### config.mk
export PLATFORM = sky130hd
export DESIGN_NAME = pssq_sequencer
export DESIGN_NICKNAME = d
export VERILOG_FILES = /design/src/rtl/pssq_pkg.sv /design/src/rtl/pssq_sequencer.sv
export SDC_FILE = /design/constraint.sdc
export NUM_CORES = 1
export LEC_CHECK = 0
export ABC_AREA = 1
export BUFFER_PORTS_ARGS = -buffer_cell sky130_fd_sc_hd__buf_2
export CAP_MARGIN = 40
export CORE_MARGIN = 2
export CORE_UTILIZATION = 30
export CTS_CLUSTER_SIZE = 8
export DETAILED_ROUTE_END_ITERATION = 10
export GPL_TIMING_DRIVEN = 0
export PLACE_DENSITY_LB_ADDON = 0.12
export SYNTH_ARGS = -nofsm -noshare
export SYNTH_HDL_FRONTEND = slang
export SYNTH_SLANG_ARGS = --single-unit
### constraint.sdc
create_clock -name clk_i -period 8.9 [get_ports clk_i]
set_input_delay 1.78 -clock clk_i [delete_from_list [all_inputs] [get_ports clk_i]]
set_output_delay 1.78 -clock clk_i [all_outputs]
set_load 0.005 [all_outputs]
### src/rtl/pssq_pkg.sv
// Notes on behaviour
// - Rectifier soft start once or every enable
// - Blanking register bit disables rectifier soft start
// - Rectifier drives delayed 0-315 ns, 5 ns
// - Light load disables rectifiers and shed outputs
// - Debounce blocks mode change within interval
// - Leaving light load re-enables after selected time
// - Light-load filter used in light-load mode in run state
// - Single max modulation limit, no minimum
// - Output switch gate polarity selectable
// - Power-on request source; 00 means always
// - Turn-on delay before reference ramp
// - Ramp time selectable 5 ms to 100 ms
// - Precharge start from sensed voltage, shorter ramp
// - Undervoltage flag clears above limit
// - Switch on at threshold, move to remote
// - Power-good after debounce, mask bit 7 zero
// - Faults blanked during soft start per bits, line fault always
// - Undervoltage blanked for debounce, logged, read clears
// - Local start uses startup filter, remote normal
// - At 12.5 percent check load, pick filter
// - Force startup filter; hold off light-load filter
// - Rectifier duty rises 40 ns per cycle
// - Light-load filter only below current threshold
// - Switch threshold 0, -0.5, -1, -2 percent
package pssq_pkg;
   typedef enum logic [1:0] {ST_IDLE, ST_DELAY, ST_RAMP, ST_RUN} pssq_state_t;

   // Register indices; byte address is four times the index
   localparam logic [9:0] IDX_SS_BLANK = 10'h00F;
   localparam logic [9:0] IDX_FIRST_FLAG = 10'h010;
   localparam logic [9:0] IDX_ON_CTRL = 10'h02C;
   localparam logic [9:0] IDX_GATE_CFG = 10'h02D;
   localparam logic [9:0] IDX_MOD_LIMIT = 10'h02E;
   localparam logic [9:0] IDX_SWITCH_THR = 10'h030;
   localparam logic [9:0] IDX_SENSE_CFG = 10'h033;
   localparam logic [9:0] IDX_UV_LIMIT = 10'h034;
   localparam logic [9:0] IDX_LL_THR = 10'h03B;
   localparam logic [9:0] IDX_RECT_SS = 10'h054;
   localparam logic [9:0] IDX_SS_RAMP = 10'h05F;
   localparam logic [9:0] IDX_RECT_DLY = 10'h079;
   localparam logic [9:0] IDX_PG_MASK1 = 10'h07B;
   localparam logic [9:0] IDX_PG_MASK2 = 10'h07C;
   localparam logic [9:0] IDX_LL_DEB = 10'h07D;
   localparam logic [9:0] IDX_USER_CTRL = 10'h080;
   localparam logic [9:0] IDX_STATUS = 10'h081;
   localparam logic [7:0] RST_REG = 8'h00;

   // Field positions
   localparam int RECT_SS_EN = 0;
   localparam int RECT_SS_EVERY = 1;
   localparam int BLANK_RECT_SS = 7;
   localparam int ON_FORCE_SSF = 0;
   localparam int ON_NO_LL_SS = 1;
   localparam int GATE_POL = 1;
   localparam int SENSE_REMOTE_ONLY = 2;
   localparam int SS_PRECHARGE = 4;
   localparam int PG_MASK_SS = 7;
   localparam int UC_MOD_EN = 6;
   localparam int UC_SW_ON = 7;
   localparam logic [1:0] SRC_ALWAYS = 2'h0;
   localparam logic [1:0] SRC_PIN = 2'h1;
   localparam logic [1:0] SRC_SOFT = 2'h2;
   localparam logic [7:0] FIRST_ID_UV = 8'h01;

   // Filter selection codes
   localparam logic [1:0] FILT_NORMAL = 2'h0;
   localparam logic [1:0] FILT_STARTUP = 2'h1;
   localparam logic [1:0] FILT_LIGHT = 2'h2;

   // Timing
   localparam int CLK_PERIOD_NS = 4;
   localparam int RECT_STEP_NS = 40;
   localparam logic [9:0] RECT_STEP_CYCLES = 10'(RECT_STEP_NS / CLK_PERIOD_NS);
   localparam int RECT_DLY_STEP_NS = 5;
   localparam int RECT_DLY_MAX_NS = 315;
   localparam int RECT_DLY_DEPTH = RECT_DLY_MAX_NS / CLK_PERIOD_NS + 1;
   localparam int SS_BASE_NS = 5_000_000;
   localparam int LL_EXIT_BASE_NS = 37_500;
   localparam int REF_W = 12;
   localparam logic [11:0] REF_NOM = 12'h0800;
   localparam int SS_STEP_CYCLES = SS_BASE_NS / CLK_PERIOD_NS / int'(REF_NOM);
endpackage

### src/rtl/pssq_sequencer.sv
// The implementer's own choices: the register addresses and the APB slave port.
`timescale 1ns/1ps
module pssq_sequencer
   import pssq_pkg::*;
#(
   parameter int TURN_ON_UNIT_CYCLES = 250_000,
   parameter int LL_DEB_UNIT_CYCLES = 25_000,
   parameter int LL_EXIT_CYCLES = LL_EXIT_BASE_NS / CLK_PERIOD_NS,
   parameter int PG_UNIT_CYCLES = 25_000,
   parameter int UV_DEBOUNCE_CYCLES = 250_000
)(
   // Clock and reset
   input wire logic clk_i,
   input wire logic rst_n_i,
   // APB slave
   input wire logic psel_i,
   input wire logic penable_i,
   input wire logic pwrite_i,
   input wire logic [11:0] paddr_i,
   input wire logic [31:0] pwdata_i,
   output logic [31:0] prdata_o,
   output logic pready_o,
   output logic pslverr_o,
   // Supply and request
   input wire logic core_supply_rail_ok_i,
   input wire logic power_on_request_i,
   // Sensed voltages, same scale as reference; current against light-load threshold
   input wire logic [11:0] local_voltage_sense_i,
   input wire logic [11:0] switch_side_voltage_sense_i,
   input wire logic [11:0] remote_voltage_sense_i,
   input wire logic [7:0] output_current_sense_i,
   // Raw fault flags: line, temp, external, over-volt, over-current
   input wire logic [4:0] fault_raw_i,
   // Power stage
   input wire logic switching_cycle_i,
   input wire logic rectifier_raw_one_i,
   input wire logic rectifier_raw_two_i,
   input wire logic [5:0] pwm_raw_i,
   input wire logic [7:0] modulation_i,
   output logic rectifier_drive_one_o,
   output logic rectifier_drive_two_o,
   output logic [9:0] rectifier_duty_limit_o,
   output logic [5:0] pwm_o,
   output logic [7:0] modulation_o,
   output logic oring_output_switch_o,
   // Loop control
   output logic [11:0] reference_o,
   output logic remote_sense_sel_o,
   output logic [1:0] filter_sel_o,
   output logic [4:0] fault_active_o,
   output logic uv_flag_o,
   output logic uv_fault_o,
   // Open-drain power good
   output logic [1:0] power_good_outputs_o,
   output logic [1:0] power_good_outputs_oe_o
);
   typedef struct packed {
      pssq_state_t st;
      logic [7:0] ss_blank, first_flag, on_ctrl, gate_cfg, mod_limit, switch_thr;
      logic [7:0] sense_cfg, uv_limit, ll_thr, rect_ss, ss_ramp, rect_dly;
      logic [7:0] pg_mask1, pg_mask2, ll_deb, user_ctrl;
      logic [31:0] rdata;
      logic [31:0] tmr;
      logic [31:0] uv_tmr;
      logic [11:0] ref_v;
      logic eval_done, ll_lock, ss_done, gate, uv_fault;
      logic ll_mode;
      logic [31:0] ll_tmr;
      logic [31:0] exit_tmr;
      logic rect_once, rect_en;
      logic [9:0] rect_duty;
      logic [1:0][31:0] pg_tmr;
      logic [1:0] pg;
      logic [RECT_DLY_DEPTH-1:0] dl_one, dl_two;
      logic [7:0] mod_q;
      logic [5:0] pwm_q;
      logic drv_one, drv_two;
   } pssq_regs_t;

   pssq_regs_t r;
   pssq_regs_t next_r;

   function automatic logic [7:0] ss_mult(input logic [2:0] code);
      case (code)
         3'h0: ss_mult = 8'h01;
         3'h1: ss_mult = 8'h02;
         3'h2: ss_mult = 8'h04;
         3'h3: ss_mult = 8'h06;
         3'h4: ss_mult = 8'h08;
         3'h5: ss_mult = 8'h0a;
         3'h6: ss_mult = 8'h10;
         default: ss_mult = 8'h14;
      endcase
   endfunction

   function automatic logic [11:0] switch_margin(input logic [1:0] code);
      case (code)
         2'h0: switch_margin = 12'h000;
         2'h1: switch_margin = 12'(int'(REF_NOM) / 200);
         2'h2: switch_margin = 12'(int'(REF_NOM) / 100);
         default: switch_margin = 12'(int'(REF_NOM) / 50);
      endcase
   endfunction

   function automatic logic [6:0] dly_taps(input logic [5:0] code);
      dly_taps = 7'((int'(code) * RECT_DLY_STEP_NS) / CLK_PERIOD_NS);
   endfunction

   function automatic logic [7:0] reg_read(input pssq_regs_t s, input logic [9:0] idx);
      case (idx)
         IDX_SS_BLANK: reg_read = s.ss_blank;
         IDX_FIRST_FLAG: reg_read = s.first_flag;
         IDX_ON_CTRL: reg_read = s.on_ctrl;
         IDX_GATE_CFG: reg_read = s.gate_cfg;
         IDX_MOD_LIMIT: reg_read = s.mod_limit;
         IDX_SWITCH_THR: reg_read = s.switch_thr;
         IDX_SENSE_CFG: reg_read = s.sense_cfg;
         IDX_UV_LIMIT: reg_read = s.uv_limit;
         IDX_LL_THR: reg_read = s.ll_thr;
         IDX_RECT_SS: reg_read = s.rect_ss;
         IDX_SS_RAMP: reg_read = s.ss_ramp;
         IDX_RECT_DLY: reg_read = s.rect_dly;
         IDX_PG_MASK1: reg_read = s.pg_mask1;
         IDX_PG_MASK2: reg_read = s.pg_mask2;
         IDX_LL_DEB: reg_read = s.ll_deb;
         IDX_USER_CTRL: reg_read = s.user_ctrl;
         IDX_STATUS: reg_read = {s.ss_done, s.gate, s.ll_mode, s.uv_fault, s.pg, 2'(s.st)};
         default: reg_read = 8'h00;
      endcase
   endfunction

   function automatic logic idx_mapped(input logic [9:0] idx);
      idx_mapped = (idx == IDX_SS_BLANK) || (idx == IDX_FIRST_FLAG) || (idx == IDX_ON_CTRL)
         || (idx == IDX_GATE_CFG) || (idx == IDX_MOD_LIMIT) || (idx == IDX_SWITCH_THR)
         || (idx == IDX_SENSE_CFG) || (idx == IDX_UV_LIMIT) || (idx == IDX_LL_THR)
         || (idx == IDX_RECT_SS) || (idx == IDX_SS_RAMP) || (idx == IDX_RECT_DLY)
         || (idx == IDX_PG_MASK1) || (idx == IDX_PG_MASK2) || (idx == IDX_LL_DEB)
         || (idx == IDX_USER_CTRL) || (idx == IDX_STATUS);
   endfunction

   logic [9:0] idx;
   logic access_done;
   logic request;
   logic remote;
   logic in_ss;
   logic ll_below;
   logic uv_below;
   logic outputs_on;
   logic [31:0] turn_on_cycles;
   logic [31:0] step_cycles;
   logic [31:0] ll_deb_cycles;
   logic [11:0] sensed;
   logic [12:0] local_plus;
   logic [4:0] blank;

   assign idx = paddr_i[11:2];
   assign access_done = psel_i && penable_i;
   assign pready_o = 1'b1;
   assign pslverr_o = access_done && !idx_mapped(idx);
   assign remote = r.gate || r.sense_cfg[SENSE_REMOTE_ONLY];
   assign in_ss = (r.st == ST_DELAY) || (r.st == ST_RAMP);
   // light load only below current threshold
   assign ll_below = output_current_sense_i < {r.ll_thr[2:0], 5'h00};
   assign uv_below = local_voltage_sense_i <= {r.uv_limit[6:0], 5'h00};
   assign outputs_on = !r.ll_mode && (r.exit_tmr == 32'h0000_0000);
   assign turn_on_cycles = (r.on_ctrl[4:3] == 2'h0) ? 32'h0000_0000
      : 32'(TURN_ON_UNIT_CYCLES) << (2 * (r.on_ctrl[4:3] - 2'h1));
   // per-step interval scales the total ramp time
   assign step_cycles = 32'(SS_STEP_CYCLES) * 32'(ss_mult(r.ss_ramp[7:5]));
   assign ll_deb_cycles = 32'(LL_DEB_UNIT_CYCLES) << r.ll_deb[5:4];
   assign sensed = remote ? remote_voltage_sense_i : local_voltage_sense_i;
   assign local_plus = {1'b0, local_voltage_sense_i} + {1'b0, switch_margin(r.switch_thr[6:5])};
   // line sense always blanked in soft start, others per bit
   assign blank = in_ss ? {1'b1, r.ss_blank[3:0]} : 5'h00;

   always_comb
   begin
      logic rect_req;
      logic rect_ss_on;
      logic pg_cond;
      logic [7:0] mask;
      rect_req = 1'b0;
      rect_ss_on = 1'b0;
      pg_cond = 1'b0;
      mask = 8'h00;
      next_r = r;

      // APB: read data staged in setup phase, writes on access
      if (psel_i && !penable_i)
      begin
         next_r.rdata = {24'h00_0000, reg_read(r, idx)};
      end
      if (access_done && pwrite_i)
      begin
         case (idx)
            IDX_SS_BLANK: next_r.ss_blank = pwdata_i[7:0];
            IDX_ON_CTRL: next_r.on_ctrl = pwdata_i[7:0];
            IDX_GATE_CFG: next_r.gate_cfg = pwdata_i[7:0];
            IDX_MOD_LIMIT: next_r.mod_limit = pwdata_i[7:0];
            IDX_SWITCH_THR: next_r.switch_thr = pwdata_i[7:0];
            IDX_SENSE_CFG: next_r.sense_cfg = pwdata_i[7:0];
            IDX_UV_LIMIT: next_r.uv_limit = pwdata_i[7:0];
            IDX_LL_THR: next_r.ll_thr = pwdata_i[7:0];
            IDX_RECT_SS: next_r.rect_ss = pwdata_i[7:0];
            IDX_SS_RAMP: next_r.ss_ramp = pwdata_i[7:0];
            IDX_RECT_DLY: next_r.rect_dly = pwdata_i[7:0];
            IDX_PG_MASK1: next_r.pg_mask1 = pwdata_i[7:0];
            IDX_PG_MASK2: next_r.pg_mask2 = pwdata_i[7:0];
            IDX_LL_DEB: next_r.ll_deb = pwdata_i[7:0];
            IDX_USER_CTRL: next_r.user_ctrl = pwdata_i[7:0];
            default: next_r.ss_blank = r.ss_blank;
         endcase
      end
      // reading first-flag clears the false fault
      if (access_done && !pwrite_i && (idx == IDX_FIRST_FLAG))
      begin
         next_r.first_flag = 8'h00;
         next_r.uv_fault = 1'b0;
      end

      case (r.on_ctrl[7:6])
         SRC_ALWAYS: request = core_supply_rail_ok_i;
         SRC_PIN: request = core_supply_rail_ok_i && power_on_request_i;
         SRC_SOFT: request = core_supply_rail_ok_i && r.user_ctrl[UC_SW_ON];
         default: request = core_supply_rail_ok_i && power_on_request_i && r.user_ctrl[UC_SW_ON];
      endcase

      unique case (r.st)
         ST_IDLE:
         begin
            next_r.ref_v = 12'h000;
            next_r.ss_done = 1'b0;
            next_r.tmr = 32'h0000_0000;
            if (request)
            begin
               next_r.st = ST_DELAY;
            end
         end
         ST_DELAY:
         begin
            next_r.tmr = r.tmr + 32'h0000_0001;
            if (!request)
            begin
               next_r.st = ST_IDLE;
            end
            else if (r.tmr >= turn_on_cycles)
            begin
               next_r.st = ST_RAMP;
               next_r.tmr = 32'h0000_0000;
               next_r.uv_tmr = 32'h0000_0000;
               next_r.eval_done = 1'b0;
               next_r.ll_lock = 1'b0;
               // precharge start from active sense point
               next_r.ref_v = r.ss_ramp[SS_PRECHARGE] ? ((sensed > REF_NOM) ? REF_NOM : sensed) : 12'h000;
            end
         end
         ST_RAMP:
         begin
            next_r.tmr = r.tmr + 32'h0000_0001;
            if (!request)
            begin
               next_r.st = ST_IDLE;
            end
            else if (r.ref_v >= REF_NOM)
            begin
               next_r.st = ST_RUN;
               next_r.ss_done = 1'b1;
               next_r.ll_lock = 1'b0;
            end
            else if (r.tmr + 32'h0000_0001 >= step_cycles)
            begin
               next_r.tmr = 32'h0000_0000;
               next_r.ref_v = r.ref_v + 12'h001;
            end
            // load check once at 12.5 percent
            if (!r.eval_done && (r.ref_v >= (REF_NOM >> 3)))
            begin
               next_r.eval_done = 1'b1;
               // light filter held off when selected
               next_r.ll_lock = ll_below && !r.on_ctrl[ON_NO_LL_SS];
            end
            if (uv_below)
            begin
               next_r.uv_tmr = r.uv_tmr + 32'h0000_0001;
               if (r.uv_tmr >= 32'(UV_DEBOUNCE_CYCLES))
               begin
                  next_r.uv_fault = 1'b1;
                  if (r.first_flag == 8'h00)
                  begin
                     next_r.first_flag = FIRST_ID_UV;
                  end
               end
            end
         end
         ST_RUN:
         begin
            if (!request)
            begin
               next_r.st = ST_IDLE;
            end
         end
      endcase

      // switch on when forward drop beats threshold
      // threshold is a negative margin on local sense
      next_r.gate = ((r.st == ST_RAMP) || (r.st == ST_RUN))
         && (local_plus > {1'b0, switch_side_voltage_sense_i});

      if (r.ll_tmr < ll_deb_cycles)
      begin
         next_r.ll_tmr = r.ll_tmr + 32'h0000_0001;
      end
      if (r.exit_tmr != 32'h0000_0000)
      begin
         next_r.exit_tmr = r.exit_tmr - 32'h0000_0001;
      end
      if (r.st == ST_IDLE)
      begin
         next_r.ll_mode = 1'b0;
         next_r.exit_tmr = 32'h0000_0000;
      end
      else if ((r.ll_tmr >= ll_deb_cycles) && (ll_below != r.ll_mode))
      begin
         next_r.ll_mode = ll_below;
         next_r.ll_tmr = 32'h0000_0000;
         if (!ll_below)
         begin
            next_r.exit_tmr = 32'(LL_EXIT_CYCLES) << r.ll_deb[3:2];
         end
      end

      rect_req = ((r.st == ST_RAMP) || (r.st == ST_RUN)) && outputs_on;
      next_r.rect_en = rect_req;
      // once only or on every enable
      // blanking bit overrides rectifier soft start
      rect_ss_on = r.rect_ss[RECT_SS_EN] && !r.ss_blank[BLANK_RECT_SS]
         && (r.rect_ss[RECT_SS_EVERY] || !r.rect_once);
      if (rect_req && !r.rect_en)
      begin
         next_r.rect_once = 1'b1;
         next_r.rect_duty = rect_ss_on ? 10'h000 : 10'h3ff;
      end
      // duty limit rises 40 ns each switching cycle
      else if (r.rect_en && switching_cycle_i && (r.rect_duty != 10'h3ff))
      begin
         next_r.rect_duty = (r.rect_duty > 10'h3ff - RECT_STEP_CYCLES) ? 10'h3ff : r.rect_duty + RECT_STEP_CYCLES;
      end

      // constant delay on both rectifier drives
      next_r.dl_one = {r.dl_one[RECT_DLY_DEPTH-2:0], rectifier_raw_one_i && rect_req};
      next_r.dl_two = {r.dl_two[RECT_DLY_DEPTH-2:0], rectifier_raw_two_i && rect_req};
      if (dly_taps(r.rect_dly[5:0]) == 7'h00)
      begin
         next_r.drv_one = rectifier_raw_one_i && rect_req;
         next_r.drv_two = rectifier_raw_two_i && rect_req;
      end
      else
      begin
         next_r.drv_one = r.dl_one[dly_taps(r.rect_dly[5:0]) - 7'h01];
         next_r.drv_two = r.dl_two[dly_taps(r.rect_dly[5:0]) - 7'h01];
      end

      // configured outputs shed in light load
      next_r.pwm_q = pwm_raw_i & ~(r.user_ctrl[5:0] & {6{!outputs_on}});

      // single upper bound, no lower one
      if (r.user_ctrl[UC_MOD_EN])
      begin
         next_r.mod_q = (modulation_i > r.mod_limit) ? r.mod_limit : modulation_i;
      end
      else
      begin
         next_r.mod_q = 8'h00;
      end

      // power good after debounce, soft-start flag unmasked
      for (int i = 0; i < 2; i++)
      begin
         mask = (i == 0) ? r.pg_mask1 : r.pg_mask2;
         pg_cond = r.ss_done && !mask[PG_MASK_SS] && ((fault_raw_i & ~blank) == 5'h00) && !r.uv_fault;
         if (!pg_cond)
         begin
            next_r.pg_tmr[i] = 32'h0000_0000;
            next_r.pg[i] = 1'b0;
         end
         else if (r.pg_tmr[i] >= 32'(PG_UNIT_CYCLES) * 32'(r.gate_cfg[7:4]))
         begin
            next_r.pg[i] = 1'b1;
         end
         else
         begin
            next_r.pg_tmr[i] = r.pg_tmr[i] + 32'h0000_0001;
         end
      end
   end

   always_ff @(posedge clk_i or negedge rst_n_i)
   begin
      if (!rst_n_i)
      begin
         r <= '0;
      end
      else
      begin
         r <= next_r;
      end
   end

   always_comb
   begin
      filter_sel_o = FILT_NORMAL;
      if (r.st == ST_RAMP)
      begin
         // startup filter from local, normal from remote
         // force bit keeps startup filter on remote
         if (r.ll_lock)
         begin
            filter_sel_o = FILT_LIGHT;
         end
         else if (!remote || r.on_ctrl[ON_FORCE_SSF])
         begin
            filter_sel_o = FILT_STARTUP;
         end
      end
      else if ((r.st == ST_RUN) && r.ll_mode)
      begin
         filter_sel_o = FILT_LIGHT;
      end
   end

   assign prdata_o = r.rdata;
   assign reference_o = r.ref_v;
   assign remote_sense_sel_o = remote;
   // gate polarity, bit set means active high
   assign oring_output_switch_o = r.gate_cfg[GATE_POL] ? r.gate : !r.gate;
   assign rectifier_drive_one_o = r.drv_one;
   assign rectifier_drive_two_o = r.drv_two;
   assign rectifier_duty_limit_o = r.rect_en ? r.rect_duty : 10'h000;
   assign pwm_o = r.pwm_q;
   assign modulation_o = r.mod_q;
   assign fault_active_o = fault_raw_i & ~blank;
   // flag clears once local sense exceeds limit
   assign uv_flag_o = (r.st != ST_IDLE) && uv_below;
   assign uv_fault_o = r.uv_fault;
   assign power_good_outputs_o = 2'h0;
   assign power_good_outputs_oe_o = ~r.pg;
endmodule

==> flow_summary_export.csv <==
group,metric,value,unit
status,status,"complete, no violations",
worst_hold_path,hold_end,"next_r[43]$_DFF_PN0_",
setup_path,crit_family,"simple AND/OR/NAND/NOR gates",
sta,relSlewSlack,0.4517,
floorplanning,core_area,0.1003,mm^2
sta,timing_worst_slew_pin_value,0.8180,ns
setup_path,r2r_cells,16,
setup_path,cp_data_required_time,7.12,ns
clock_tree,cts_hold_buf,0,
finish,finalNetCount,4367,
drt,wl,99680,um
synthesis,ys_warn_count,0,
floorplanning,die-area,0.1040,mm^2
drt,vias,26400,
clock_tree,path_clk_slew,0.05,ns
synthesis,syn_inst,3781,
clock_tree,cts-buffers-inserted,78,
sta,hold_viol,0,
finish,drive_gt1_frac,0.08569,
clock_tree,cts_buffer_depth,3,
place,placed_cells,5325,
global_route,antenna_found_initial,4,
clock_tree,cts.sinks,536,
power,p_int,4.665,mW
setup_path,criticalPathCategory,"input pin to primary output",
clock_tree,cts_htree_levels,3,
setup_path,rr_startpoint,"r[464]$_DFFE_PN0P_",
synthesis,syn_avg_cell_area,8.050,um^2
power,clkPwrFrac,0.394,
global_route,grt_max_degree,105,
place,place_hpwl,74990,um
setup_path,rr_endpoint,"rectifier_drive_two_o$_DFF_PN0_",
clock_tree,ctsResizeCount,0,
power,combPwrFrac,0.220,
sta,min_period_over_period,0.6565,
synthesis,ys_ff_latch,536,
floorplanning,num_io_pins,204,
sta,hold_ws,0.3588,ns
finish,syn_to_final_growth,16.14,%
setup_path,crit_top_cell,"nor2_1",
clock_tree,cts_setup_buffers,0,
worst_hold_path,hold_depth,0,
sta,fin_crit,5.843,ns
setup_path,cp.arrival,4.06,ns
synthesis,ys_seq_area_frac,0.4407,
sta,finalMaxSlewViolations,0,
drt,avgRoutedWirePerCell,18.39,um
setup_path,reg2reg_setup_slack,3.84,ns
power,power_leakage,17.05,nW
synthesis,yosysUniqueCellTypes,54,
synthesis,synth_area,0.03044,mm^2
floorplanning,dieWidth,322.5,um
sta,fin_skew,0.02972,ns
setup_path,path_buf_inv,4,
floorplanning,dieHeight,322.5,um
place,portBuffers,145,
drt,viasPerCell,4.872,
global_route,grtUsageTotal,0.1927,
power,p_switching,2.335,mW
flow_run,max_cap_viol_count,0,
setup_path,crit_slowest_cell,"nor2_1",
sta,grt_setup_unrepaired,"false",
clock_tree,clk_latency,0.64,ns
place,gp_congestion,0.8713,
worst_hold_path,min_from,"next_r[42]$_DFF_PN0_",
synthesis,ys.flop_type,"dfrtp_1",
setup_path,crit_path_end_kind,"primary output",
setup_path,critPathLaunchType,"input pin",
drt,firstDrtPassIters,5,
setup_path,path_max_fanout,8,
drt,initialDrtViolationCount,1983,
setup_path,startpoint,"paddr_i[11]",
synthesis,synthArstFlopShare,1.000,
power,power_frac_seq,0.386,
global_route,grt_pass1_vias,26050,
sta,fmax,171.1,MHz
global_route,grt_overflow,0,
power,ir_drop,0.0001198,V
setup_path,max_stage_delay,0.58,ns
drt,drc,0,
floorplanning,initial_utilization,0.3035,
finish,finalNonFillerCells,5419,
power,power.density,198.0,mW/mm^2
power,switching_share,0.3336,
floorplanning,rows,116,
global_route,grt_pass1_wl,155500,um
worst_hold_path,hold_path_class,"register to register",
sta,finalSetupViolations,0,
synthesis,synth_edf_count,0,
drt,antenna_left,0,
clock_tree,cts_tree,"yes",
clock_tree,clock-root-buffer,"clkbuf_16",
setup_path,cp_cell_sequence,"buf_2, nor2_2, inv_1, nor2_1, nand2_1, nor2_1, inv_1, nand4_1, nor2_1, nand4_1, nor3_1, buf_2",
[metrics by stage]
step / utilization / worst slack, ns / power [mW] / TNS [ns] / area, um^2
2_1_floorplan: - / 4.134 / 3.739 / 0 / 30550
3_3_place_gp: 0.3288 / -6.112 / 4.271 / -3215.12 / 32980
3_5_place_dp: 0.3308 / 3.141 / 4.278 / 0 / 33180
4_1_cts: 0.3524 / 3.140 / 7.100 / 0 / 35340
5_1_grt: 0.3524 / 2.900 / 7.410 / 0 / 35350
6_report: 0.3524 / 3.057 / 7.000 / 0 / 35350
[worst max path at each step]
stage                     slack [ns]  cells past startpoint            endpoint
final                           3.06                     12           pslverr_o
after global routing            2.90                     12           pslverr_o
after CTS                       3.14                     12           pslverr_o
after detailed placement        3.14                     12           pslverr_o
after global placement         -6.11                      1  r[244]$_DFFE_PN0P_
after floorplan                 4.13                     10           pslverr_o
[registers in the layout, summed over array words and instances, names as in the netlist]
signal and cells:
rectifier_drive_one_o 1, rectifier_drive_two_o 1, modulation_o 8, prdata_o 8, next_r 156, r 343
reference_o 12, pwm_o 6, uv_fault_o 1
[cell usage in the layout (no fill, tap or decap), types with 6 or more instances in the layout]
master | Yosys | layout
a221oi_1 | 8 | 8
ha_1 | 198 | 198
nor2_1 | 365 | 365
nand4_1 | 81 | 81
conb_1 | 2 | 33
or2_2 | 6 | 6
nor3_2 | 7 | 7
o21bai_1 | 10 | 10
buf_2 | 3 | 148
o21ai_0 | 309 | 309
nor4_1 | 38 | 38
clkbuf_16 | 0 | 80
xor2_1 | 95 | 95
nand3b_1 | 11 | 11
o21ai_1 | 15 | 15
o221ai_1 | 24 | 24
a22oi_1 | 13 | 13
a21oi_1 | 140 | 140
clkbuf_1 | 95 | 98
a211oi_1 | 15 | 15
inv_1 | 398 | 398
a21boi_0 | 8 | 8
buf_4 | 62 | 65
inv_2 | 7 | 7
dfrtp_1 | 536 | 536
xnor2_1 | 29 | 29
nand2_1 | 851 | 851
o211ai_1 | 25 | 25
o31ai_1 | 28 | 28
nor3_1 | 114 | 114
o21a_1 | 14 | 14
clkinv_1 | 10 | 10
nand3_1 | 191 | 191
o22ai_1 | 20 | 20
[worst register-to-register path: stages (launching register included)]
cell	delay, ns
dfrtp_1	0.42
ha_1	0.29
clkbuf_1	0.46
clkinv_1	0.37
clkbuf_1	0.37
clkbuf_1	0.36
ha_1	0.32
xnor2_1	0.49
buf_4	0.25
clkbuf_1	0.49
o221ai_1	0.29
o211ai_1	0.20
nand3_1	0.13
nand3_1	0.10
nand3_1	0.08
nand2_1	0.10
nand2_1	0.16
[cell usage after synthesis, types with 29 or more instances]
master,count,area share
nand2_1,851,0.10
dfrtp_1,536,0.44
inv_1,398,0.049
nor2_1,365,0.045
o21ai_0,309,0.051
ha_1,198,0.081
nand3_1,191,0.031
a21oi_1,140,0.023
nor3_1,114,0.019
clkbuf_1,95,0.012
xor2_1,95,0.027
nand4_1,81,0.017
buf_4,62,0.015
nor4_1,38,0.0078
xnor2_1,29,0.0083
[cell type report]
type | instances | area (um^2)
plain buffers | 168 | 889.6
clock inverters | 6 | 98.84
flip-flops and latches | 536 | 13410
repair buffers | 156 | 927.1
diodes | 1 | 2.502
fillers | 10670 | 64940
well taps | 1357 | 1698
clock buffers | 87 | 2068
inverters | 415 | 1558
multi-input cells | 2693 | 14690
[per-layer routing]
| layer | wire length (um) | track usage |
|---|---|---|
| met1 | 49010 | 0.2788 |
| met2 | 43420 | 0.2931 |
| met3 | 4326 | 0.03152 |
| met4 | 2907 | 0.05961 |
| met5 | 21 | 0 |
[cell families after synthesis]
group | count (synthesis) | share of synthesized area
adder cells (fa/ha/maj) | 202 | 0.08403
buffers and inverters | 583 | 0.08041
other | 2 | 0.0002468
AND/OR/NAND/NOR | 1686 | 0.2363
flip-flops | 536 | 0.4407
AO/OA/AOI/OAI | 648 | 0.1226
XOR/XNOR | 124 | 0.03568
[power groups by stage]
stage               Sequential (mW)  Clock (mW)  Combinational, mW
finish                         2.70        2.76               1.54
global route                   2.72        2.94               1.75
CTS                            2.70        2.86               1.54
detailed placement             2.74           0               1.54
global placement               2.74           0               1.53
floorplan                      2.69           0               1.04
No activity file was read; power rests on OpenSTA's default activity.
